[src/logic/otp_overlay_pkg.sv]
// Shared constants for the one-time-programmable region overlay ends.
// Assumes both ends share one clock and one active-low reset.
package otp_overlay_pkg;
  // Command data words
  localparam logic [15:0] CMD_ENTER = 16'h0088;
  localparam logic [15:0] CMD_PSETUP = 16'h0025;
  localparam logic [15:0] CMD_PCONF = 16'h0029;
  localparam logic [15:0] CMD_EXIT = 16'h00F0;
  // Word offsets inside a sector
  localparam logic [11:0] OFF_UNLOCK = 12'h555;
  localparam logic [11:0] OFF_COUNT = 12'h2AA;
  // Region layout: 256 words at the sector base, upper half customer
  localparam logic [3:0] REGION_PAGE = 4'h0;
  localparam int REGION_CUST_BIT = 7;
  localparam logic [15:0] ERASED_WORD = 16'hFFFF;
  // Write buffer depth in words
  localparam int BUF_WORDS = 32;
  // Lock flags: customer bit 0, factory bit 1, other bits read one
  localparam int LOCK_CUST_BIT = 0;
  localparam int LOCK_FACT_BIT = 1;
  localparam logic [15:0] LOCK_RESET = 16'hFFFD;
  // Embedded program time per operation
  localparam int PROG_TIME_NS = 2000;
  localparam int CLK_PERIOD_NS = 40;
  localparam int PROG_CYCLES = (PROG_TIME_NS + CLK_PERIOD_NS - 1) / CLK_PERIOD_NS;
  // Device command states
  typedef enum logic [2:0] {
    ST_IDLE = 3'b000,
    ST_OVL = 3'b001,
    ST_PCNT = 3'b010,
    ST_LOAD = 3'b011,
    ST_RUN = 3'b100
  } dev_state_e;
  // Host request kinds
  typedef enum logic [2:0] {
    OP_ENTER = 3'b000,
    OP_EXIT = 3'b001,
    OP_READ = 3'b010,
    OP_BURST = 3'b011,
    OP_PSETUP = 3'b100,
    OP_PWORD = 3'b101,
    OP_PCONF = 3'b110
  } host_op_e;
endpackage

[src/logic/otp_link_if.sv]
// Command link between host controller and flash device end.
// Assumes both ends run on one clock; the testbench joins them.
`timescale 1ns/1ps
`default_nettype none
interface otp_link_if;
  logic cmd_valid;
  logic cmd_write;
  logic cmd_burst;
  logic [15:0] cmd_addr;
  logic [15:0] cmd_wdata;
  logic rsp_valid;
  logic [15:0] rsp_data;
  logic dev_busy;
  modport host (output cmd_valid, output cmd_write, output cmd_burst, output cmd_addr, output cmd_wdata,
                input rsp_valid, input rsp_data, input dev_busy);
  modport dev (input cmd_valid, input cmd_write, input cmd_burst, input cmd_addr, input cmd_wdata,
               output rsp_valid, output rsp_data, output dev_busy);
endinterface
`default_nettype wire

[src/logic/otp_region_dev.sv]
// Flash device end: overlay mode, region reads, buffered customer program, lock flags.
// Assumes array data returns combinationally from arr_addr, in the same cycle, on the same clock.
`timescale 1ns/1ps
`default_nettype none
// Operation
// Region reads served async and burst
// Overlay onto sector given at entry
// Burst in region wraps FFh to 00h
// Outside overlaid sector reads array data
// Refuse region while embedded/suspend/other overlay
// Factory lock reads zero, factory never programmed
// Customer lock reads one when delivered
// Customer word and lock set once only; here reset sets the lock back to one and clears the written flags
// Locked region program fails, reports protected
// Host enters with 0088h at sector+555h
// Overlay held until exit or reset
// Only reads, customer program, exit allowed
// Host programs 0025h, count, words, 0029h
// Buffer holds one to 32 words
// Host exits with 00F0h at base
// Customer lock zero blocks programming
// Other lock bits read one
// Other commands ignored in overlay
module otp_region_dev import otp_overlay_pkg::*; #(
  parameter logic [15:0] FACTORY_FILL = 16'h5A5A
) (
  // Clock, reset, enable
  input wire logic core_clk,
  input wire logic rst_b,
  input wire logic clk_en,
  // Link
  otp_link_if.dev link,
  // Array and embedded engine status
  output logic [15:0] arr_addr,
  input wire logic [15:0] arr_rdata,
  input wire logic emb_busy,
  input wire logic op_suspended,
  input wire logic other_overlay,
  // Lock request and status
  input wire logic lock_req,
  output logic [15:0] region_lock_flags,
  output logic in_overlay,
  output logic prog_done,
  output logic prog_protected
);
  dev_state_e state_ff, nxt_state;
  logic [3:0] sector_ff, nxt_sector;
  logic [4:0] cnt_ff, nxt_cnt;
  logic [5:0] idx_ff, nxt_idx;
  logic [$clog2(PROG_CYCLES+1)-1:0] wait_ff, nxt_wait;
  logic [15:0] lock_ff, nxt_lock;
  logic [127:0] written_ff, nxt_written;
  logic fail_ff, nxt_fail;
  logic done_ff, nxt_done, prot_ff, nxt_prot;
  logic pend_ff, nxt_pend, hit_ff, nxt_hit;
  logic [15:0] hitdata_ff, nxt_hitdata, last_ff, nxt_last, arr_addr_ff, nxt_arr_addr;
  logic last_in_ff, nxt_last_in;
  logic rsp_valid_ff, nxt_rsp_valid;
  logic [15:0] rsp_data_ff, nxt_rsp_data;
  logic busy_ff, nxt_busy, ovl_ff, nxt_ovl;
  // Storage without reset
  logic [15:0] cust_mem [0:127];
  logic [7:0] buf_addr [0:BUF_WORDS-1];
  logic [15:0] buf_data [0:BUF_WORDS-1];
  logic buf_ok [0:BUF_WORDS-1];
  logic mem_we, buf_we, buf_ok_in;
  logic [6:0] mem_wa;
  logic [4:0] cur;
  logic blocked, rd_in, wr, rd;
  logic [15:0] eff_addr;

  // Region access refused while the engine or another overlay owns the part
  assign blocked = emb_busy | op_suspended | other_overlay | (state_ff == ST_RUN);
  assign wr = link.cmd_valid & link.cmd_write;
  assign rd = link.cmd_valid & ~link.cmd_write;
  assign cur = idx_ff[4:0];
  // Burst step wraps inside the region, runs on in the array
  always_comb begin
    if (link.cmd_burst) begin
      eff_addr = last_in_ff ? {last_ff[15:8], last_ff[7:0] + 8'h01} : last_ff + 16'h0001;
    end else begin
      eff_addr = link.cmd_addr;
    end
    rd_in = (state_ff != ST_IDLE) & ~blocked & (eff_addr[15:12] == sector_ff)
            & (eff_addr[11:8] == REGION_PAGE);
  end

  // Command decode, program engine and read pipeline
  always_comb begin
    nxt_state = state_ff;
    nxt_sector = sector_ff;
    nxt_cnt = cnt_ff;
    nxt_idx = idx_ff;
    nxt_wait = wait_ff;
    nxt_lock = lock_ff;
    nxt_written = written_ff;
    nxt_fail = fail_ff;
    nxt_done = 1'b0;
    nxt_prot = prot_ff;
    mem_we = 1'b0;
    mem_wa = buf_addr[cur][6:0];
    buf_we = 1'b0;
    buf_ok_in = (link.cmd_addr[15:12] == sector_ff) & (link.cmd_addr[11:8] == REGION_PAGE)
                & link.cmd_addr[REGION_CUST_BIT];
    // Read request: array address next cycle, answer two cycles later
    nxt_pend = rd;
    nxt_hit = rd & rd_in;
    nxt_arr_addr = rd ? eff_addr : arr_addr_ff;
    nxt_last = rd ? eff_addr : last_ff;
    nxt_last_in = rd ? rd_in : last_in_ff;
    if (~eff_addr[REGION_CUST_BIT]) begin
      nxt_hitdata = FACTORY_FILL;
    end else if (written_ff[eff_addr[6:0]]) begin
      nxt_hitdata = cust_mem[eff_addr[6:0]];
    end else begin
      nxt_hitdata = ERASED_WORD;
    end
    nxt_rsp_valid = pend_ff;
    nxt_rsp_data = pend_ff ? (hit_ff ? hitdata_ff : arr_rdata) : rsp_data_ff;
    unique case (state_ff)
      ST_IDLE: begin
        if (wr && !blocked && link.cmd_wdata == CMD_ENTER && link.cmd_addr[11:0] == OFF_UNLOCK) begin
          nxt_state = ST_OVL;
          nxt_sector = link.cmd_addr[15:12];
        end
      end
      ST_OVL: begin
        // Only program setup, exit and lock_req act; all else ignored
        if (wr && link.cmd_wdata == CMD_EXIT) begin
          nxt_state = ST_IDLE;
        end else if (wr && link.cmd_wdata == CMD_PSETUP && link.cmd_addr[11:0] == OFF_UNLOCK
                     && link.cmd_addr[15:12] == sector_ff) begin
          nxt_state = ST_PCNT;
        end
        if (lock_req && !blocked) begin
          nxt_lock[LOCK_CUST_BIT] = 1'b0;
        end
      end
      ST_PCNT: begin
        if (wr) begin
          nxt_idx = 6'd0;
          if (link.cmd_wdata == CMD_EXIT) begin
            nxt_state = ST_IDLE;
          end else if (link.cmd_addr[11:0] == OFF_COUNT && link.cmd_wdata[15:5] == 11'h000) begin
            nxt_cnt = link.cmd_wdata[4:0];
            nxt_state = ST_LOAD;
          end else begin
            nxt_state = ST_OVL;
          end
        end
      end
      ST_LOAD: begin
        if (wr) begin
          if (idx_ff <= {1'b0, cnt_ff}) begin
            buf_we = 1'b1;
            nxt_idx = idx_ff + 6'd1;
          end else if (link.cmd_wdata == CMD_PCONF && link.cmd_addr[11:0] == OFF_UNLOCK) begin
            nxt_state = ST_RUN;
            nxt_idx = 6'd0;
            nxt_wait = PROG_CYCLES[$bits(wait_ff)-1:0];
            nxt_fail = 1'b0;
          end else if (link.cmd_wdata == CMD_EXIT) begin
            nxt_state = ST_IDLE;
          end else begin
            nxt_state = ST_OVL;
          end
        end
      end
      ST_RUN: begin
        if (wait_ff != '0) begin
          nxt_wait = wait_ff - 1'b1;
        end else begin
          // One buffer word committed per cycle
          if (!buf_ok[cur] || !lock_ff[LOCK_CUST_BIT] || written_ff[mem_wa]) begin
            nxt_fail = 1'b1;
          end else begin
            mem_we = 1'b1;
            nxt_written[mem_wa] = 1'b1;
          end
          nxt_idx = idx_ff + 6'd1;
          if (idx_ff == {1'b0, cnt_ff}) begin
            nxt_state = ST_OVL;
            nxt_done = 1'b1;
            nxt_prot = nxt_fail;
          end
        end
      end
      default: nxt_state = ST_IDLE;
    endcase
    nxt_lock[LOCK_FACT_BIT] = 1'b0;
    nxt_busy = (nxt_state == ST_RUN);
    nxt_ovl = (nxt_state != ST_IDLE);
  end

  // State registers
  always_ff @(posedge core_clk or negedge rst_b) begin
    if (!rst_b) begin
      state_ff <= ST_IDLE;
      sector_ff <= 4'h0;
      cnt_ff <= 5'h00;
      idx_ff <= 6'h00;
      wait_ff <= '0;
      lock_ff <= LOCK_RESET;
      written_ff <= '0;
      fail_ff <= 1'b0;
      done_ff <= 1'b0;
      prot_ff <= 1'b0;
      pend_ff <= 1'b0;
      hit_ff <= 1'b0;
      hitdata_ff <= 16'h0000;
      last_ff <= 16'h0000;
      last_in_ff <= 1'b0;
      arr_addr_ff <= 16'h0000;
      rsp_valid_ff <= 1'b0;
      rsp_data_ff <= 16'h0000;
      busy_ff <= 1'b0;
      ovl_ff <= 1'b0;
    end else if (clk_en) begin
      state_ff <= nxt_state;
      sector_ff <= nxt_sector;
      cnt_ff <= nxt_cnt;
      idx_ff <= nxt_idx;
      wait_ff <= nxt_wait;
      lock_ff <= nxt_lock;
      written_ff <= nxt_written;
      fail_ff <= nxt_fail;
      done_ff <= nxt_done;
      prot_ff <= nxt_prot;
      pend_ff <= nxt_pend;
      hit_ff <= nxt_hit;
      hitdata_ff <= nxt_hitdata;
      last_ff <= nxt_last;
      last_in_ff <= nxt_last_in;
      arr_addr_ff <= nxt_arr_addr;
      rsp_valid_ff <= nxt_rsp_valid;
      rsp_data_ff <= nxt_rsp_data;
      busy_ff <= nxt_busy;
      ovl_ff <= nxt_ovl;
    end
  end

  // Write buffer and customer words
  always_ff @(posedge core_clk) begin
    if (clk_en && buf_we) begin
      buf_addr[cur] <= link.cmd_addr[7:0];
      buf_data[cur] <= link.cmd_wdata;
      buf_ok[cur] <= buf_ok_in;
    end
    if (clk_en && mem_we) begin
      cust_mem[mem_wa] <= buf_data[cur];
    end
  end

  // Outputs from flops
  assign link.rsp_valid = rsp_valid_ff;
  assign link.rsp_data = rsp_data_ff;
  assign link.dev_busy = busy_ff;
  assign arr_addr = arr_addr_ff;
  assign region_lock_flags = lock_ff;
  assign in_overlay = ovl_ff;
  assign prog_done = done_ff;
  assign prog_protected = prot_ff;
endmodule // otp_region_dev
`default_nettype wire

[src/flat_wrapper.sv]
// flat-port wrapper written by rule: the top's interface ports become plain ports
module otp_region_dev_flat import otp_overlay_pkg::*;
#(
  parameter logic [15:0] FACTORY_FILL = 16'h5A5A
)
  (core_clk, rst_b, clk_en, arr_addr, arr_rdata, emb_busy, op_suspended, other_overlay, lock_req, region_lock_flags, in_overlay, prog_done, prog_protected, link_cmd_valid, link_cmd_write, link_cmd_burst, link_cmd_addr, link_cmd_wdata, link_rsp_valid, link_rsp_data, link_dev_busy);
  otp_link_if link_i ();
  input wire logic core_clk;
  input wire logic rst_b;
  input wire logic clk_en;
  output logic [15:0] arr_addr;
  input wire logic [15:0] arr_rdata;
  input wire logic emb_busy;
  input wire logic op_suspended;
  input wire logic other_overlay;
  input wire logic lock_req;
  output logic [15:0] region_lock_flags;
  output logic in_overlay;
  output logic prog_done;
  output logic prog_protected;
  input wire logic [$bits(link_i.cmd_valid)-1:0] link_cmd_valid;
  input wire logic [$bits(link_i.cmd_write)-1:0] link_cmd_write;
  input wire logic [$bits(link_i.cmd_burst)-1:0] link_cmd_burst;
  input wire logic [$bits(link_i.cmd_addr)-1:0] link_cmd_addr;
  input wire logic [$bits(link_i.cmd_wdata)-1:0] link_cmd_wdata;
  output wire logic [$bits(link_i.rsp_valid)-1:0] link_rsp_valid;
  output wire logic [$bits(link_i.rsp_data)-1:0] link_rsp_data;
  output wire logic [$bits(link_i.dev_busy)-1:0] link_dev_busy;
  assign link_i.cmd_valid = link_cmd_valid;
  assign link_i.cmd_write = link_cmd_write;
  assign link_i.cmd_burst = link_cmd_burst;
  assign link_i.cmd_addr = link_cmd_addr;
  assign link_i.cmd_wdata = link_cmd_wdata;
  assign link_rsp_valid = link_i.rsp_valid;
  assign link_rsp_data = link_i.rsp_data;
  assign link_dev_busy = link_i.dev_busy;
  otp_region_dev #(.FACTORY_FILL(FACTORY_FILL)) u_core (.core_clk(core_clk), .rst_b(rst_b), .clk_en(clk_en), .link(link_i), .arr_addr(arr_addr), .arr_rdata(arr_rdata), .emb_busy(emb_busy), .op_suspended(op_suspended), .other_overlay(other_overlay), .lock_req(lock_req), .region_lock_flags(region_lock_flags), .in_overlay(in_overlay), .prog_done(prog_done), .prog_protected(prog_protected));
endmodule
[config.mk]
export PLATFORM = sky130hd
export DESIGN_NAME = otp_region_dev_flat
export DESIGN_NICKNAME = d
export VERILOG_FILES = /design/src/logic/otp_overlay_pkg.sv /design/src/logic/otp_link_if.sv /design/src/logic/otp_region_dev.sv /design/src/flat_wrapper.sv
export SDC_FILE = /design/constraint.sdc
export NUM_CORES = 2
export LEC_CHECK = 0
export BUFFER_PORTS_ARGS = -buffer_cell sky130_fd_sc_hd__buf_2
export CAP_MARGIN = 20
export CELL_PAD_IN_SITES_DETAIL_PLACEMENT = 1
export CELL_PAD_IN_SITES_GLOBAL_PLACEMENT = 1
export CORE_UTILIZATION = 53
export DETAILED_ROUTE_END_ITERATION = 10
export HOLD_SLACK_MARGIN = 0.06
export PLACE_DENSITY = 0.86
export RECOVER_POWER = 25
export SLEW_MARGIN = 10
export SYNTH_ARGS = -nofsm -noshare
export SYNTH_HDL_FRONTEND = slang
export SYNTH_SLANG_ARGS = --single-unit
[constraint.sdc]
create_clock -name core_clk -period 6.8 [get_ports core_clk]
set_clock_uncertainty 0.05 [all_clocks]
set_input_delay 1.36 -clock core_clk [delete_from_list [all_inputs] [get_ports core_clk]]
set_output_delay 1.36 -clock core_clk [all_outputs]
set_load 0.02 [all_outputs]
==> impl_metrics.yaml <==
layout:
  final_common_cell: "edfxtp_1"
  regArea_mm2: 0.08982
  synthToLayoutAreaGrowth_pct: 13.75
  layout-drive-gt1-share: 0.1363
  instances_no_fill: 12400
  fin_area_mm2: 0.1412
  fill_cells: 21290
  nets: 9086
  multi_input_area_mm2: 0.03249
  mostFrequentLayoutCells: "2816 x edfxtp_1, 1864 x nand2_1, 620 x nand3_1"
floorplan:
  die_w_um: 486.0
  start_util: 0.5333
  core_region_area_mm2: 0.2328
  dieArea_mm2: 0.2361
  die_h_um: 486.0
  ios: 111
  rows: 177
timing:
  grt_setup_unrepaired: "no"
  hold_slack_ns: 0.4407
  hold_viol_final: 0
  finalSetupViolCount: 0
  period_minus_slack_ns: 6.513
  drv_slew: 2029
  tightest_slew_ns: 3.496
  finalSetupTns_ns: 0
  finalCritPeriodShare: 0.9578
  fmax_mhz: 153.5
  relSlewSlack: -1.330
clock_network:
  clk_root_buffer_cell: "clkbuf_16"
  clkLatencyLatePin_ns: 1.03
  cts_sinks: 3026
  cts_setup_buffers: 0
  htreeDepth: 5
  cts_resized: 0
  clock_path_buffers: 4
  cts_hold_buf: 0
  numCtsBuffers: 323
  clkTransAtPathRegs_ns: 0.06
  tritoncts: "yes"
yosys:
  ys_ff_latch: 3026
  synthTopCellsByArea: "edfxtp_1 68%, nand2_1 5.6%, dfrtp_1 4.2%"
  synth_compound_area_frac: 0.08895
  postSynthCellCount: 8857
  synth_xor_area_frac: 0.001764
  synthArstFlopShare: 0.06940
  synth_edf_count: 2816
  synth_mux_area_frac: 0.03851
  synth.distinct_cells: 88
  syn_area_mm2: 0.1241
  ys_warn_count: 0
  syn_avg_cell_area_um2: 14.01
  synth-seq-area-share: 0.7236
  synth_top_family_by_area: "simple AND/OR/NAND/NOR gates"
  synth_ff_type: "edfxtp_1"
  synth_top_cell_by_area: "edfxtp_1"
  synthSimpleGateAreaFrac: 0.1203
  synth_top_area_frac: 0.6812
  synth_adder_area_share: 0.001109
setup_path:
  start_kind: "primary input"
  critical_path.startpoint: "link_cmd_addr[2]"
  r2r-end: "u_core.cust_mem[109][13]"
  path_cells: "clkbuf_1 -> nor2_1 -> a21oi_4 -> buf_12 -> o211ai_1 -> and3_1 -> o311ai_0 -> o211ai_1 -> a221oi_1 -> o31ai_1"
  cpMaxStageDelayCell: "clkbuf_1"
  crit_fanout: 41
  worstReg2RegStart: "u_core.idx_ff[1]"
  crit_top_cell: "o211ai_1"
  crit_type: "in -> reg"
  worstPathArrival_ns: 7.28
  reg2regPathDepth: 14
  critPathCaptureType: "flip-flop"
  worstPathRequired_ns: 7.57
  ff2ff_setup_slack_ns: 0.29
  max_stage_delay_ns: 1.47
grt:
  antenna_found_initial: 27
  grt_overflow: 0
  grt_max_degree: 195
  grt_first_pass_wirelength_um: 651900
  grt_pass1_vias: 91030
  grt_use_total: 0.3824
worst_hold_path:
  min_from: "u_core.written_ff[119]"
  hold_class: "reg -> reg"
  worstHoldEndpoint: "u_core.written_ff[119]"
  whs_path_depth: 2
pwr:
  p_seq_frac: 0.395
  clkPwrFrac: 0.283
  total_power_mw: 63.09
  p_leak_nw: 46.81
  comb_power_share: 0.322
  power.density_mw_per_mm2: 446.8
  swShare: 0.3872
  power.switching_mw: 24.43
  p_int_mw: 38.66
  peakVddDrop_mv: 0.9193
place:
  dp_hpwl_um: 253800
  dpl.cell_count: 11820
  gp_routability_congestion: 0.9805
  place.port_buffers: 95
  dpl_cell_area_mm2: 0.1314
route:
  wl_per_cell_um: 37.51
  via_per_inst: 7.265
  drcViolationCount: 0
  ant_nets: 0
  drtIter0Drc: 15850
  drt_first_pass_iters: 9
  num_vias: 90050
  wl_um: 465000
outcome:
  outcome: "finished, violations left"
  violations: "max-capacitance violations, max-slew violations"
job:
  cap_violations: 39
## routing by layer
layer / routed length, um / track usage / vias to the layer above
met5: 402 / 0.008165 / -
met4: 37390 / 0.2468 / 22
met3: 58870 / 0.09135 / 2265
met2: 216400 / 0.6111 / 8534
met1: 151900 / 0.4665 / 44710
li1: - / - / 34510
## stage by stage
| stage | util | setup slack, ns |
|---|---|---|
| 2_1_floorplan | - | 1.168 |
| 3_3_place_gp | 0.5642 | 0.9108 |
| 3_5_place_dp | 0.5643 | 0.7318 |
| 4_1_cts | 0.6083 | 0.6174 |
| 5_1_grt | 0.6066 | 0.2353 |
| 6_report | 0.6066 | 0.2870 |
## registers in the layout, indices dropped and copies added (netlist names), 3 cells and up
name                  cells
u_core.wait_ff            6
u_core.buf_ok            32
u_core.cust_mem        2048
u_core.cnt_ff             5
u_core.state_ff           3
u_core.idx_ff             6
u_core.hitdata_ff        16
u_core.last_ff           16
u_core.buf_data         512
u_core.sector_ff          4
u_core.written_ff       128
u_core.buf_addr         224
u_core.link.rsp_data     16
## cells in the mapped netlist, types with 19 or more instances
master and number:
o22ai_1 28, mux2i_1 148, o21bai_1 96, clkbuf_1 512
a22oi_1 99, buf_2 46, nor4_2 64, mux4_2 136
a21oi_1 108, nand2_1 1867, buf_1 117, inv_1 52
mux2_2 19, o31ai_1 35, nand3_1 620, nor3_1 43
nor2_1 144, nor4_1 85, a311oi_1 405, buf_4 28
a211oi_1 382, a31oi_1 149, nand4_1 28, and3_1 277
edfxtp_1 2816, dfrtp_1 209, o21ai_0 110
## layout make-up
cell class,count,share of cell area
Multi-Input combinational cell,5071,0.2301
Sequential cell,3026,0.6362
Antenna cell,9,0.0001595
Tap cell,3132,0.02775
Timing Repair Buffer,543,0.03198
Clock inverter,157,0.01073
Clock buffer,405,0.06171
Inverter,52,0.001382
## power by group through the flow
stage	Clock [mW]	Combinational, mW	Sequential, mW
after floorplan	0	9.18	25.7
after global placement	0	18.2	25.0
after detailed placement	0	19.1	25.0
after CTS	17.7	19.6	24.7
after global routing	18.4	20.3	24.9
final	17.9	20.3	24.9
## worst max-delay path, delay by kind of cell
family,cells,cell delay (ns)
AOI/OAI and AO/OA,6,3.48
buffers and inverters,2,1.78
and+or+nand+nor,2,0.53
## worst max path at each step
stage	cells past startpoint	endpoint	slack [ns]
after detailed placement	12	u_core.hitdata_ff[7]	0.73
after global placement	12	u_core.hitdata_ff[5]	0.91
after floorplan	11	u_core.cust_mem[0][14]	1.17
after CTS	14	u_core.cust_mem[109][13]	0.62
final	10	u_core.hitdata_ff[15]	0.29
after global routing	6	u_core.cust_mem[34][8]	0.24
## logic make-up (layout without fill, tap and decap cells)
group | Yosys count | after routing
DFF | 3026 | 3026
muxes | 305 | 305
and+or+nand+nor | 3219 | 3219
other | 2 | 24
AOI/OAI and AO/OA | 1496 | 1496
buffers and inverters | 773 | 1157
adders and majority gates | 11 | 11
xor gates and xnor gates | 25 | 25
Note: power is estimated with default switching activity, not from simulation.
